[src/dbl_pkg.sv]
// package for the double-buffered converter load control block
// Function
// - eight channels, input register plus output latch
// - data read returns latch, not input
// - select zero: write goes straight to latch
// - select one: write touches input register only
// - load event from pin edge or pulse
// - writing bb00 to load register pulses
// - load event copies all selected channels together
// - gain bit: zero unity, one double
// - reference select and internal reference level
// - reset clears data, latches, gains, reference bits
// - power bit zero grounds channel output
// - reset clears power control register
// - powered-down channel still accepts register writes
package dbl_pkg;
  localparam int          NUM_CH      = 8;
  localparam int          DATA_W      = 12;
  localparam int          ADDR_W      = 4;
  // register offsets, word addresses on the plain port
  localparam logic [3:0]  ADDR_DATA0  = 4'h0;  // channels 0..7 at 0x0..0x7
  localparam logic [3:0]  ADDR_CONFIG = 4'h8;  // [7:0] sync select, [15:8] gain
  localparam logic [3:0]  ADDR_REF    = 4'h9;  // [0] source, [1] gain
  localparam logic [3:0]  ADDR_POWER  = 4'ha;  // [7:0] channel power on
  localparam logic [3:0]  ADDR_LOAD   = 4'hb;  // write-only trigger
  localparam logic [3:0]  ADDR_INPUT0 = 4'hc;  // pending input, selected by index reg
  localparam logic [3:0]  ADDR_INSEL  = 4'hd;  // index for pending input readback
  localparam logic [15:0] LOAD_MAGIC  = 16'hbb00;
  localparam int          CFG_SEL_LSB  = 0;
  localparam int          CFG_GAIN_LSB = 8;
  localparam int          REF_SRC_BIT  = 0;
  localparam int          REF_GAIN_BIT = 1;
  localparam logic [15:0] RST_ZERO    = 16'h0000;
endpackage

[src/dbl_edge_sync.sv]
// two-stage synchroniser with rising-edge pulse
`timescale 1ns/100ps
module dbl_edge_sync (
  input  wire logic ref_clk,
  input  wire logic srst,
  input  wire logic pin_in,
  output logic      rise_pulse
);
  logic meta_ff;
  logic sync_ff;
  logic prev_ff;

  // first stage feeds only the second; edge taken after stage two
  always_ff @(posedge ref_clk) begin
    if (srst) begin
      meta_ff <= 1'b0;
      sync_ff <= 1'b0;
      prev_ff <= 1'b0;
    end else begin
      meta_ff <= pin_in;
      sync_ff <= meta_ff;
      prev_ff <= sync_ff;
    end
  end

  assign rise_pulse = sync_ff & ~prev_ff;

  chk_edge_single_pulse: assert property (@(posedge ref_clk) disable iff (srst)
    rise_pulse |=> !rise_pulse) else $error("load edge pulse lasted two cycles");
endmodule

[src/dbl_load_ctrl.sv]
// per-channel latch update control
`timescale 1ns/100ps
module dbl_load_ctrl #(
  parameter int DATA_W = 12
) (
  input  wire logic              ref_clk,
  input  wire logic              srst,
  input  wire logic              data_wr,
  input  wire logic [DATA_W-1:0] data_in,
  input  wire logic              sync_load_select,
  input  wire logic              load_event,
  output logic      [DATA_W-1:0] input_q,
  output logic      [DATA_W-1:0] latch_q
);
  logic [DATA_W-1:0] input_ff;
  logic [DATA_W-1:0] latch_ff;

  // input register always takes writes, even when powered down
  always_ff @(posedge ref_clk) begin
    if (srst) input_ff <= '0;
    else if (data_wr) input_ff <= data_in;
  end

  // latch: immediate in async mode, on the shared event in sync mode
  always_ff @(posedge ref_clk) begin
    if (srst) begin
      latch_ff <= '0;
    end else if (!sync_load_select && data_wr) begin
      latch_ff <= data_in;
    end else if (sync_load_select && load_event) begin
      latch_ff <= input_ff;
    end
  end

  assign input_q = input_ff;
  assign latch_q = latch_ff;

  chk_async_write_latch: assert property (@(posedge ref_clk) disable iff (srst)
    (data_wr && !sync_load_select) |=> latch_ff == $past(data_in))
    else $error("async write did not reach latch");
  chk_sync_hold_latch: assert property (@(posedge ref_clk) disable iff (srst)
    (sync_load_select && !load_event) |=> $stable(latch_ff))
    else $error("sync latch moved without load event");
  chk_sync_event_copy: assert property (@(posedge ref_clk) disable iff (srst)
    (sync_load_select && load_event) |=> latch_ff == $past(input_ff))
    else $error("load event did not copy input");
endmodule

[src/dbl_buffer_load.sv]
// top: register port, load triggers and eight double-buffered channels
//
// The plain strobed port and the address map were decided locally.
`timescale 1ns/100ps
module dbl_buffer_load #(
  parameter int NUM_CH = dbl_pkg::NUM_CH,
  parameter int DATA_W = dbl_pkg::DATA_W
) (
  input  wire logic                         ref_clk,
  input  wire logic                         srst,
  input  wire logic [dbl_pkg::ADDR_W-1:0]   addr,
  input  wire logic [15:0]                  wdata,
  input  wire logic                         wr_en,
  input  wire logic                         rd_en,
  output logic      [15:0]                  rdata,
  input  wire logic                         ext_load_pin,
  output logic      [NUM_CH*DATA_W-1:0]     ch_code,
  output logic      [NUM_CH-1:0]            output_gain_select,
  output logic      [NUM_CH-1:0]            channel_power_on,
  output logic                              ref_source_select,
  output logic                              ref_gain_select,
  output logic                              int_ref_high
);
  logic [NUM_CH-1:0]        sync_sel_ff;
  logic [NUM_CH-1:0]        gain_ff;
  logic [NUM_CH-1:0]        pwr_ff;
  logic                     ref_src_ff;
  logic                     ref_gain_ff;
  logic                     int_ref_ff;
  logic [2:0]               insel_ff;
  logic                     int_load_pulse;
  logic                     ext_rise;
  logic                     load_event;
  logic [NUM_CH-1:0]        data_wr;
  logic [DATA_W-1:0]        in_q  [NUM_CH];
  logic [DATA_W-1:0]        lat_q [NUM_CH];
  logic [NUM_CH*DATA_W-1:0] code_ff;
  logic [15:0]              rdata_ff;
  logic [15:0]              nxt_rdata;

  // decoded write to the register at a fixed offset
  // the strobe is an argument so a continuous assign sees it change
  function automatic logic wr_hit(input logic we, input logic [3:0] a, input logic [3:0] off);
    return we && (a == off);
  endfunction

  // the pin edge is synchronised before it may touch any latch
  dbl_edge_sync dbl_edge_sync_inst (
    .ref_clk    (ref_clk),
    .srst       (srst),
    .pin_in     (ext_load_pin),
    .rise_pulse (ext_rise)
  );

  // magic value only; other writes to the load register are ignored
  assign int_load_pulse = wr_hit(wr_en, addr, dbl_pkg::ADDR_LOAD)
                          && (wdata == dbl_pkg::LOAD_MAGIC);
  assign load_event     = int_load_pulse | ext_rise;

  // a load event needs a cause; a spurious one would move every synced latch
  chk_load_needs_cause: assert property (
    @(posedge ref_clk) disable iff (srst)
    (!ext_rise && !(wr_en && addr == dbl_pkg::ADDR_LOAD)) |-> !load_event)
    else $error("load event without pin edge or load write");

  chk_pulse_needs_magic: assert property (
    @(posedge ref_clk) disable iff (srst)
    int_load_pulse |-> (wr_en && addr == dbl_pkg::ADDR_LOAD && wdata == dbl_pkg::LOAD_MAGIC))
    else $error("internal load pulse without the magic write");

  // a quiet pin must never look like an edge after the synchroniser
  chk_pin_low_quiet: assert property (
    @(posedge ref_clk) disable iff (srst)
    (!ext_load_pin [*3]) |-> !ext_rise)
    else $error("edge pulse while the load pin stayed low");

  // channels 0..7 are the low offsets; one instance per channel
  for (genvar i = 0; i < NUM_CH; i++) begin : g_ch
    assign data_wr[i] = wr_en && addr[3] == 1'b0 && addr[2:0] == 3'(i);
    dbl_load_ctrl #(.DATA_W(DATA_W)) dbl_load_ctrl_inst (
      .ref_clk          (ref_clk),
      .srst             (srst),
      .data_wr          (data_wr[i]),
      .data_in          (wdata[DATA_W-1:0]),
      .sync_load_select (sync_sel_ff[i]),
      .load_event       (load_event),
      .input_q          (in_q[i]),
      .latch_q          (lat_q[i])
    );

    // per-channel checks: one set per latch, so a wrong index shows at once
    chk_ch_read_latch: assert property (
      @(posedge ref_clk) disable iff (srst)
      (rd_en && addr == {1'b0, 3'(i)}) |=> rdata == {4'h0, $past(lat_q[i])})
      else $error("channel read did not return its latch");

    chk_ch_code_follow: assert property (
      @(posedge ref_clk) disable iff (srst)
      pwr_ff[i] |=> ch_code[i*DATA_W +: DATA_W] == $past(lat_q[i]))
      else $error("powered channel code differs from its latch");

    chk_ch_code_down: assert property (
      @(posedge ref_clk) disable iff (srst)
      !pwr_ff[i] |=> ch_code[i*DATA_W +: DATA_W] == '0)
      else $error("powered-down channel code not zero");

    // writes must land in the input register even while powered down
    chk_ch_input_write: assert property (
      @(posedge ref_clk) disable iff (srst)
      data_wr[i] |=> in_q[i] == $past(wdata[DATA_W-1:0]))
      else $error("channel write missed its input register");

    chk_ch_sync_hold: assert property (
      @(posedge ref_clk) disable iff (srst)
      (data_wr[i] && sync_sel_ff[i] && !load_event) |=> $stable(lat_q[i]))
      else $error("synced channel latch moved on a plain write");

    chk_ch_sync_load: assert property (
      @(posedge ref_clk) disable iff (srst)
      (load_event && sync_sel_ff[i]) |=> lat_q[i] == $past(in_q[i]))
      else $error("synced channel missed the shared load");

    chk_ch_reset_clear: assert property (
      @(posedge ref_clk)
      srst |=> (in_q[i] == '0 && lat_q[i] == '0))
      else $error("reset left channel registers set");
  end

  // configuration register: sync selects and per-channel gain
  always_ff @(posedge ref_clk) begin
    if (srst) begin
      sync_sel_ff <= '0;
      gain_ff     <= '0;
    end else if (wr_hit(wr_en, addr, dbl_pkg::ADDR_CONFIG)) begin
      sync_sel_ff <= wdata[dbl_pkg::CFG_SEL_LSB +: NUM_CH];
      gain_ff     <= wdata[dbl_pkg::CFG_GAIN_LSB +: NUM_CH];
    end
  end

  // config moves only on its own write; a stray change would retime loads
  chk_cfg_write_lands: assert property (
    @(posedge ref_clk) disable iff (srst)
    (wr_en && addr == dbl_pkg::ADDR_CONFIG) |=> {gain_ff, sync_sel_ff} == $past(wdata))
    else $error("config write did not land");

  chk_cfg_hold: assert property (
    @(posedge ref_clk) disable iff (srst)
    !(wr_en && addr == dbl_pkg::ADDR_CONFIG) |=> ($stable(gain_ff) && $stable(sync_sel_ff)))
    else $error("config changed without a write");

  // reference bits
  always_ff @(posedge ref_clk) begin
    if (srst) begin
      ref_src_ff  <= 1'b0;
      ref_gain_ff <= 1'b0;
      int_ref_ff  <= 1'b0;
    end else if (wr_hit(wr_en, addr, dbl_pkg::ADDR_REF)) begin
      ref_src_ff  <= wdata[dbl_pkg::REF_SRC_BIT];
      ref_gain_ff <= wdata[dbl_pkg::REF_GAIN_BIT];
      // decoded at the write so the pin leaves a flop in step with the bits
      int_ref_ff  <= ~wdata[dbl_pkg::REF_SRC_BIT] & wdata[dbl_pkg::REF_GAIN_BIT];
    end
  end

  // reference bits: write lands, holds otherwise, level flag agrees
  chk_ref_write_lands: assert property (
    @(posedge ref_clk) disable iff (srst)
    (wr_en && addr == dbl_pkg::ADDR_REF) |=>
      (ref_src_ff == $past(wdata[dbl_pkg::REF_SRC_BIT])
       && ref_gain_ff == $past(wdata[dbl_pkg::REF_GAIN_BIT])))
    else $error("reference write did not land");

  chk_ref_hold: assert property (
    @(posedge ref_clk) disable iff (srst)
    !(wr_en && addr == dbl_pkg::ADDR_REF) |=> ($stable(ref_src_ff) && $stable(ref_gain_ff)))
    else $error("reference bits changed without a write");

  // external source must ignore the gain bit in the level flag
  chk_int_ref_level: assert property (
    @(posedge ref_clk) disable iff (srst)
    int_ref_ff == (~ref_src_ff & ref_gain_ff))
    else $error("internal reference level flag disagrees with bits");

  chk_ref_reset: assert property (
    @(posedge ref_clk)
    srst |=> !int_ref_ff)
    else $error("reset left the high reference level set");

  // power control starts all channels down
  always_ff @(posedge ref_clk) begin
    if (srst) pwr_ff <= '0;
    else if (wr_hit(wr_en, addr, dbl_pkg::ADDR_POWER)) pwr_ff <= wdata[NUM_CH-1:0];
  end

  // power bits move only on their own write; nothing else may wake a channel
  chk_pwr_write_lands: assert property (
    @(posedge ref_clk) disable iff (srst)
    (wr_en && addr == dbl_pkg::ADDR_POWER) |=> pwr_ff == $past(wdata[NUM_CH-1:0]))
    else $error("power write did not land");

  chk_pwr_hold: assert property (
    @(posedge ref_clk) disable iff (srst)
    !(wr_en && addr == dbl_pkg::ADDR_POWER) |=> $stable(pwr_ff))
    else $error("power bits changed without a write");

  // index for pending-input readback, a debug view
  always_ff @(posedge ref_clk) begin
    if (srst) insel_ff <= '0;
    else if (wr_hit(wr_en, addr, dbl_pkg::ADDR_INSEL)) insel_ff <= wdata[2:0];
  end

  chk_insel_write: assert property (
    @(posedge ref_clk) disable iff (srst)
    (wr_en && addr == dbl_pkg::ADDR_INSEL) |=> insel_ff == $past(wdata[2:0]))
    else $error("pending input index write did not land");

  // read mux; unmapped and load offsets read zero
  always_comb begin
    nxt_rdata = dbl_pkg::RST_ZERO;
    case (addr)
      dbl_pkg::ADDR_CONFIG: nxt_rdata = {gain_ff, sync_sel_ff};
      dbl_pkg::ADDR_REF:    nxt_rdata = {14'h0, ref_gain_ff, ref_src_ff};
      dbl_pkg::ADDR_POWER:  nxt_rdata = {8'h00, pwr_ff};
      dbl_pkg::ADDR_INPUT0: nxt_rdata = {4'h0, in_q[insel_ff]};
      dbl_pkg::ADDR_INSEL:  nxt_rdata = {13'h0, insel_ff};
      default: begin
        if (addr[3] == 1'b0) nxt_rdata = {4'h0, lat_q[addr[2:0]]};
      end
    endcase
  end

  // read data stands the cycle after the strobe only
  always_ff @(posedge ref_clk) begin
    if (srst) rdata_ff <= dbl_pkg::RST_ZERO;
    else if (rd_en) rdata_ff <= nxt_rdata;
    else rdata_ff <= dbl_pkg::RST_ZERO;
  end

  // readback of every mapped register but the index, one cycle after the strobe
  chk_read_config: assert property (
    @(posedge ref_clk) disable iff (srst)
    (rd_en && addr == dbl_pkg::ADDR_CONFIG) |=> rdata == $past({gain_ff, sync_sel_ff}))
    else $error("config read returned wrong value");

  chk_read_ref: assert property (
    @(posedge ref_clk) disable iff (srst)
    (rd_en && addr == dbl_pkg::ADDR_REF) |=>
      rdata == {14'h0, $past(ref_gain_ff), $past(ref_src_ff)})
    else $error("reference read returned wrong value");

  chk_read_power: assert property (
    @(posedge ref_clk) disable iff (srst)
    (rd_en && addr == dbl_pkg::ADDR_POWER) |=> rdata == {8'h00, $past(pwr_ff)})
    else $error("power read returned wrong value");

  // the pending view is the only place the input register is visible
  chk_read_input: assert property (
    @(posedge ref_clk) disable iff (srst)
    (rd_en && addr == dbl_pkg::ADDR_INPUT0) |=> rdata == {4'h0, $past(in_q[insel_ff])})
    else $error("pending input read returned wrong value");

  chk_read_unmapped: assert property (
    @(posedge ref_clk) disable iff (srst)
    (rd_en && (addr == 4'he || addr == 4'hf || addr == dbl_pkg::ADDR_LOAD)) |=>
      rdata == dbl_pkg::RST_ZERO)
    else $error("unmapped read returned nonzero");

  // data stand one cycle only, so a late sampler sees zero, never stale data
  chk_rdata_quiet: assert property (
    @(posedge ref_clk) disable iff (srst)
    !rd_en |=> rdata == dbl_pkg::RST_ZERO)
    else $error("read data stood without a strobe");

  chk_rdata_reset: assert property (
    @(posedge ref_clk)
    srst |=> rdata == dbl_pkg::RST_ZERO)
    else $error("reset left read data set");

  // code presented to the analog side follows the latch only;
  // a powered-down channel shows zero, its latch keeps the value
  always_ff @(posedge ref_clk) begin
    if (srst) begin
      code_ff <= '0;
    end else begin
      for (int i = 0; i < NUM_CH; i++) begin
        code_ff[i*DATA_W +: DATA_W] <= pwr_ff[i] ? lat_q[i] : '0;
      end
    end
  end

  // reset must leave every channel at code zero
  chk_code_reset: assert property (
    @(posedge ref_clk)
    srst |=> ch_code == '0)
    else $error("reset left a channel code set");

  assign rdata              = rdata_ff;
  assign ch_code            = code_ff;
  assign output_gain_select = gain_ff;
  assign channel_power_on   = pwr_ff;
  assign ref_source_select  = ref_src_ff;
  assign ref_gain_select    = ref_gain_ff;
  // internal reference high only when internal source and gain set
  assign int_ref_high       = int_ref_ff;

  chk_magic_load_pulse: assert property (
    @(posedge ref_clk) disable iff (srst)
    (wr_en && addr == dbl_pkg::ADDR_LOAD && wdata == dbl_pkg::LOAD_MAGIC) |-> load_event)
    else $error("magic write gave no load event");

  chk_bad_load_ignored: assert property (
    @(posedge ref_clk) disable iff (srst)
    (wr_en && addr == dbl_pkg::ADDR_LOAD && wdata != dbl_pkg::LOAD_MAGIC) |-> !int_load_pulse)
    else $error("non-magic write pulsed load");

  chk_read_latch: assert property (
    @(posedge ref_clk) disable iff (srst)
    (rd_en && addr == 4'h3) |=> rdata == {4'h0, $past(lat_q[3])})
    else $error("data read did not return latch");

  chk_power_down_zero: assert property (
    @(posedge ref_clk) disable iff (srst)
    !pwr_ff[0] |=> ch_code[DATA_W-1:0] == '0)
    else $error("powered-down channel drove code");

  chk_reset_clears: assert property (
    @(posedge ref_clk)
    srst |=> (pwr_ff == '0 && gain_ff == '0 && !ref_src_ff && !ref_gain_ff))
    else $error("reset left state set");

  chk_ref_ext_ignores: assert property (
    @(posedge ref_clk) disable iff (srst)
    ref_src_ff |-> !int_ref_high)
    else $error("external reference used reference gain");

  chk_ext_edge_loads: assert property (
    @(posedge ref_clk) disable iff (srst)
    (!ext_load_pin ##1 ext_load_pin [*3]) |-> ##[0:1] load_event)
    else $error("pin rising edge gave no load event");
endmodule

[config.mk]
export PLATFORM = sky130hd
export DESIGN_NAME = dbl_buffer_load
export DESIGN_NICKNAME = d
export VERILOG_FILES = /design/src/dbl_pkg.sv /design/src/dbl_edge_sync.sv /design/src/dbl_load_ctrl.sv /design/src/dbl_buffer_load.sv
export SDC_FILE = /design/constraint.sdc
export NUM_CORES = 1
export LEC_CHECK = 0
export ABC_AREA = 1
export BUFFER_PORTS_ARGS = -buffer_cell sky130_fd_sc_hd__buf_2
export CAP_MARGIN = 20
export CORE_MARGIN = 3
export CORE_UTILIZATION = 50
export DETAILED_ROUTE_END_ITERATION = 10
export PLACE_DENSITY = 0.7
export RECOVER_POWER = 100
export SYNTH_ARGS = -nofsm -noshare
export SYNTH_HDL_FRONTEND = slang
export SYNTH_SLANG_ARGS = --single-unit
[constraint.sdc]
create_clock -name ref_clk -period 2 [get_ports ref_clk]
set_clock_uncertainty 0.1 [all_clocks]
set_input_delay 0 -clock ref_clk [delete_from_list [all_inputs] [get_ports ref_clk]]
set_output_delay 0 -clock ref_clk [all_outputs]
set_load 0.03 [all_outputs]
==> flow_metrics.env, run 1 <==
export IMPL_syn_inst=1873
export IMPL_port_buffers=155
export IMPL_path_clk_slew_ps=60
export IMPL_finalSetupViolCount=0
export IMPL_fmax_mhz=518.9
export IMPL_yosys_area_top_type="dfxtp_1"
export IMPL_r2r_setup_slack_ps=70
export IMPL_place_ws_ps=152.2
export IMPL_detailed_place_hpwl_mm=33.94
export IMPL_p_comb_share_pct=6.3
export IMPL_final_hold_viol_count=0
export IMPL_cts_buffers=37
export IMPL_crit_path_start_kind="flip-flop"
export IMPL_rsz0062_at_grt="no"
export IMPL_yosysUniqueCellTypes=31
export IMPL_fin_util_pct=59.85
export IMPL_mostFrequentLayoutCell="dfxtp_1"
export IMPL_drive_gt1_share_pct=8.532
export IMPL_arrival_ps=2290
export IMPL_start_util_pct=51.03
export IMPL_tightest_slew_ps=662.9
export IMPL_yosys_register_bits=337
export IMPL_die_h_microns=172.1
export IMPL_synth_area_sq_um=13790
export IMPL_area_growth_pct=17.28
export IMPL_powerDensity_nw_per_um2=871.5
export IMPL_route_detailed_drc=0
export IMPL_cts_root_buf="clkbuf_16"
export IMPL_status="finished clean"
export IMPL_fill_cells=2692
export IMPL_tns_ps=0
export IMPL_worst_slack_ps=72.89
export IMPL_syn_area_per_cell_sq_um=7.364
export IMPL_fin_hold_ws_ps=33.94
export IMPL_track_usage_pct=31.64
export IMPL_swShare_pct=23.63
export IMPL_htreeDepth=2
export IMPL_maxCapViolCount=0
export IMPL_ys_warn_count=0
export IMPL_endpoint_kind="flip-flop"
export IMPL_p_leak_nw=5.822
export IMPL_nNetsFinal=2054
export IMPL_cts_buffer_depth=3
export IMPL_grt_pass1_vias=12524
export IMPL_synth_top_cell_area_share_pct=48.92
export IMPL_yosys_top_cells_area="dfxtp_1 49%, a21oi_1 8.4%, nand2_1 7.7%, o21ai_0 7.7%, nor2_1 5.9%"
export IMPL_grtUsageMet1_pct=40.28
export IMPL_clock_sinks=337
export IMPL_crit_type="reg2reg"
export IMPL_regArea_sq_um=6746
export IMPL_dr_total_vias=13492
export IMPL_avgRoutedWirePerCell_microns=19.93
export IMPL_worstPathMaxFanout=28
export IMPL_ys_seq_area_share_pct=48.92
export IMPL_final_cell_mix="337 x dfxtp_1, 277 x nand2_1, 232 x a21oi_1"
export IMPL_dr_pass1_iters=5
export IMPL_gp_congestion=0.9685
export IMPL_io_pins=156
export IMPL_netSwitchingPower_mw=3.331
export IMPL_post_place_cells=2304
export IMPL_internal_power_mw=10.77
export IMPL_grt_overflow=0
export IMPL_final_cells=2392
export IMPL_ant_nets=0
export IMPL_row_count=60
export IMPL_die_area_sq_um=29610
export IMPL_post_route_period_util_pct=96.36
export IMPL_p_seq_share_pct=48.6
export IMPL_met2_usage_pct=52.33
export IMPL_post_cts_setup_buffers=0
export IMPL_peakVddDrop_v=0.0006948
export IMPL_wl_mm=47.67
export IMPL_via_per_inst=5.640
export IMPL_drtIter0Drc=1521
export IMPL_hold_path_class="in2reg"
export IMPL_critPathRequiredTime_ps=2360
export IMPL_clkPwrFrac_pct=45.1
export IMPL_cts_tree="done"
export IMPL_drv_slew=0
export IMPL_grt_most_used_layer="met2"
export IMPL_grt_pass1_wl_mm=71.84
export IMPL_grt_max_degree=135
export IMPL_syn_nets=1898
export IMPL_clock_latency_ps=520
export IMPL_gr_usage_met3_pct=4.024
export IMPL_multi_input_comb_area_sq_um=5794
export IMPL_core_area_sq_um=27030
export IMPL_antenna_found_initial=2
export IMPL_n_antenna_cell=0
export IMPL_die_w_microns=172.1
export IMPL_slew_limit_headroom_pct=55.76
export IMPL_period_needed_ps=1927
-- worst max-delay path, cell delays in order (launching register included) --
cell      delay [ps]
dfxtp_1          360
buf_4            330
o21ai_0          170
o211ai_1         340
nand3_1          250
nand3_1          170
nand2_1           70
inv_1             60
-- area by class of cell --
cell class	count	area share (%)
sequential	337	41.71
multi-input combinational	1231	35.82
timing repair buffer	253	8.996
clock buffer	55	6.699
inverter	169	3.937
tap	341	2.638
clock inverter	6	0.2011
-- layer usage --
layer  up-vias  part of all wire [%]
met1      6248                    40
met5         -                 0.048
met4         4                   5.9
met3       136                   7.1
met2       629                    47
li1       6475                     -
-- sequential cells by signal, summed over array words and instances (netlist names), 3 cells and up --
signal,flops
ch_code,96
g_ch.dbl_load_ctrl_inst.input_q,96
g_ch.dbl_load_ctrl_inst.latch_q,96
rdata,16
channel_power_on,8
output_gain_select,8
sync_sel_ff,8
insel_ff,3
-- power by group through the flow --
| stage | sequential [mW] | combinational (mW) | clock [mW] |
|---|---|---|---|
| finish | 6.85 | 0.888 | 6.36 |
| global route | 6.85 | 0.949 | 6.72 |
| CTS | 6.84 | 0.870 | 6.43 |
| detailed placement | 6.99 | 0.828 | 0 |
| global placement | 6.99 | 0.823 | 0 |
| floorplan | 6.99 | 0.473 | 0 |
-- timing repair --
| item | CTS | global route |
|---|---|---|
| gates resized for setup | 0 | 12 |
| endpoints found under the hold margin | 150 | 0 |
| endpoints found under the setup margin | 0 | 58 |
| hold buffers | 27 | 0 |
-- Yosys cell counts (all sizes together) --
master and count:
o22ai 8, nand2 295, a22oi 7, o211ai 24, nor3 5, a31oi 1, or2 1, nand3b 6
nand3 137, clkbuf 79, o21ai 261, buf 54, nand4 18, inv 166, o21bai 7, nor2 229
dlygate4sd1 3, dfxtp 337, clkinv 3, a21oi 232
-- final timing paths --
path / from / end / cells past startpoint
worst min register to register: dbl_edge_sync_inst.meta_ff$_SDFF_PP0_ / dbl_edge_sync_inst.sync_ff$_SDFF_PP0_ / 2
worst min-delay path: addr[0] / g_ch[7].dbl_load_ctrl_inst.input_q[7]$_SDFFE_PP0P_ / 4
worst max-delay path: insel_ff[0]$_SDFFE_PP0P_ / rdata[10]$_SDFF_PP0_ / 7
worst max register to register: insel_ff[0]$_SDFFE_PP0P_ / rdata[10]$_SDFF_PP0_ / 7
-- stage by stage --
step	total power [mW]	instance area (sq um)
floorplan	7.466	13790
global placement	7.813	14980
detailed placement	7.818	14980
CTS	14.14	16360
global route	14.52	16180
finish	14.10	16180
-- logic make-up after synthesis --
| kind of cell | synth area share, % |
|---|---|
| AND/OR/NAND/NOR | 21.66 |
| AO/OA/AOI/OAI | 20.37 |
| buffers and inverters | 9.054 |
| flip-flops | 48.92 |
(Power assumes the default switching activity.)
==> inputs of run 2 (changes only) <==
- CORE_ASPECT_RATIO: not set -> 0.7
- CORE_UTILIZATION: 50 -> 42
- PLACE_DENSITY: 0.7 -> not set
==> run 2 against run 1 <==
Against the previous run:
- worst hold slack better by 15 ps
- setup slack got worse by 37 ps
- flip-flop and latch count did not move
- sequential share of layout area shrank 0.93 points
- count of clock-buffer cells in the layout down 10
- clock power is 6.6% higher
- critical path type unchanged
==> flow_metrics.env, run 2 (same netlist as run 1, synthesis figures left out) <==
export IMPL_final_hold_viol_count=0
export IMPL_peakVddDrop_v=0.0006296
export IMPL_wl_mm=55.73
export IMPL_endpoint_kind="flip-flop"
export IMPL_cts_root_buf="clkbuf_16"
export IMPL_min_delay_start="addr[3]"
export IMPL_internal_power_mw=11.01
export IMPL_r2r_end="rdata[2]$_SDFF_PP0_"
export IMPL_powerDensity_nw_per_um2=882.4
export IMPL_ant_nets=0
export IMPL_holdPathStages=5
export IMPL_rsz0062_at_grt="no"
export IMPL_maxCapViolCount=0
export IMPL_dr_pass1_iters=7
export IMPL_grt_most_used_layer="met1"
export IMPL_post_route_period_util_pct=98.22
export IMPL_cts_tree="done"
export IMPL_critPathRequiredTime_ps=2370
export IMPL_drv_slew=0
export IMPL_arrival_ps=2340
export IMPL_core_area_sq_um=31760
export IMPL_fill_cells=3249
export IMPL_netSwitchingPower_mw=3.585
export IMPL_fmax_mhz=509.1
export IMPL_status="finished clean"
export IMPL_crit_path_start_kind="flip-flop"
export IMPL_period_needed_ps=1964
export IMPL_p_leak_nw=5.968
export IMPL_grt_max_degree=58
export IMPL_hold_path_class="in2reg"
export IMPL_fin_hold_ws_ps=48.82
export IMPL_clkPwrFrac_pct=46.5
export IMPL_track_usage_pct=30.87
export IMPL_drtIter0Drc=1672
export IMPL_detailed_place_hpwl_mm=40.61
export IMPL_via_per_inst=5.559
export IMPL_path_clk_slew_ps=70
export IMPL_r2r_start="insel_ff[0]$_SDFFE_PP0P_"
export IMPL_die_w_microns=222.6
export IMPL_cts_buffer_depth=3
export IMPL_start_util_pct=43.43
export IMPL_p_seq_share_pct=46.9
export IMPL_route_detailed_drc=0
export IMPL_avgRoutedWirePerCell_microns=22.34
export IMPL_worstPathMaxFanout=57
export IMPL_area_growth_pct=19.96
export IMPL_met2_usage_pct=42.48
export IMPL_final_cell_mix="337 x dfxtp_1, 280 x nand2_1, 232 x a21oi_1"
export IMPL_antenna_found_initial=1
export IMPL_mostFrequentLayoutCell="dfxtp_1"
export IMPL_grt_overflow=0
export IMPL_startpoint="insel_ff[0]$_SDFFE_PP0P_"
export IMPL_slew_limit_headroom_pct=57.64
export IMPL_cts_buffers=36
export IMPL_r2r_setup_slack_ps=40
export IMPL_reg2reg_depth=9
export IMPL_row_count=54
export IMPL_gp_congestion=1.039
export IMPL_crit_type="reg2reg"
export IMPL_io_pins=156
export IMPL_tightest_slew_ps=635.4
export IMPL_clock_sinks=337
export IMPL_tns_ps=0
export IMPL_grt_pass1_vias=12848
export IMPL_drive_gt1_share_pct=9.976
export IMPL_min_to="g_ch[7].dbl_load_ctrl_inst.input_q[7]$_SDFFE_PP0P_"
export IMPL_swShare_pct=24.55
export IMPL_grtUsageMet1_pct=45.45
export IMPL_die_area_sq_um=35080
export IMPL_die_h_microns=157.6
export IMPL_p_comb_share_pct=6.6
export IMPL_clock_latency_ps=530
export IMPL_grt_pass1_wl_mm=81.23
export IMPL_finalSetupViolCount=0
export IMPL_port_buffers=155
export IMPL_n_antenna_cell=0
export IMPL_htreeDepth=2
export IMPL_dr_total_vias=13870
export IMPL_gr_usage_met3_pct=10.53
export IMPL_nNetsFinal=2075
[run 2: how the worst max path moves through the flow]
stage,to,slack (ps),depth (start not counted)
after CTS,output_gain_select[0]$_SDFFE_PP0P_,30,9
final,rdata[2]$_SDFF_PP0_,40,9
after global routing,rdata[9]$_SDFF_PP0_,2,9
after detailed placement,g_ch[7].dbl_load_ctrl_inst.latch_q[0]$_SDFFE_PP0P_,70,10
after global placement,rdata[8]$_SDFF_PP0_,90,9
after floorplan,rdata[3]$_SDFF_PP0_,530,9
[run 2: layout make-up]
type                            count  area [sq um]  share of cell area [%]
Inverter                          169         636.9                   3.849
Clock inverter                     18         170.2                   1.029
Sequential cell                   337          6746                   40.78
Tap cell                          420         525.5                   3.176
Multi-Input combinational cell   1231          5809                   35.11
Timing Repair Buffer              275          1650                   9.975
Clock buffer                       45          1006                   6.080
[run 2: through the flow]
step	util, %	std cells	setup WS, ps	total power, mW	instance area (sq um)
CTS	52.73	2495	33.95	14.67	16750
global route	52.10	2495	1.666	15.03	16540
global placement	48.27	2408	85.70	7.903	15330
floorplan	-	1873	533.3	7.466	13790
detailed placement	48.27	2408	68.40	7.897	15330
finish	52.10	2495	35.58	14.60	16540
[run 2: layer usage]
metal | up-vias | share of wire [%]
met4 | 2 | 2.7
met2 | 718 | 40
met5 | - | 0.027
li1 | 6510 | -
met1 | 6554 | 45
met3 | 86 | 13
[run 2: power groups by stage]
stage,sequential [mW],combinational (mW),clock (mW)
finish,6.85,0.963,6.78
floorplan,6.99,0.473,0
global route,6.85,1.02,7.17
detailed placement,7.00,0.900,0
global placement,7.00,0.906,0
CTS,6.85,0.939,6.88
[run 2: timing repair]
| item | 4_1_cts | 5_1_grt |
|---|---|---|
| endpoints found under the setup margin | 0 | 77 |
| hold endpoints to repair | 86 | 0 |
| gates resized for setup | 0 | 10 |
| buffers inserted | 0 | 0 |
| hold buffers | 24 | 0 |
[run 2: worst max-delay path, cell delays in order, from the launching register on]
cell and delay [ps]:
dfxtp_1 370, buf_12 280, nor2_1 80, nor2_1 280
o21ai_0 220, o211ai_1 200, nand3_1 140, nand3_1 110
nand2_1 60, inv_1 60
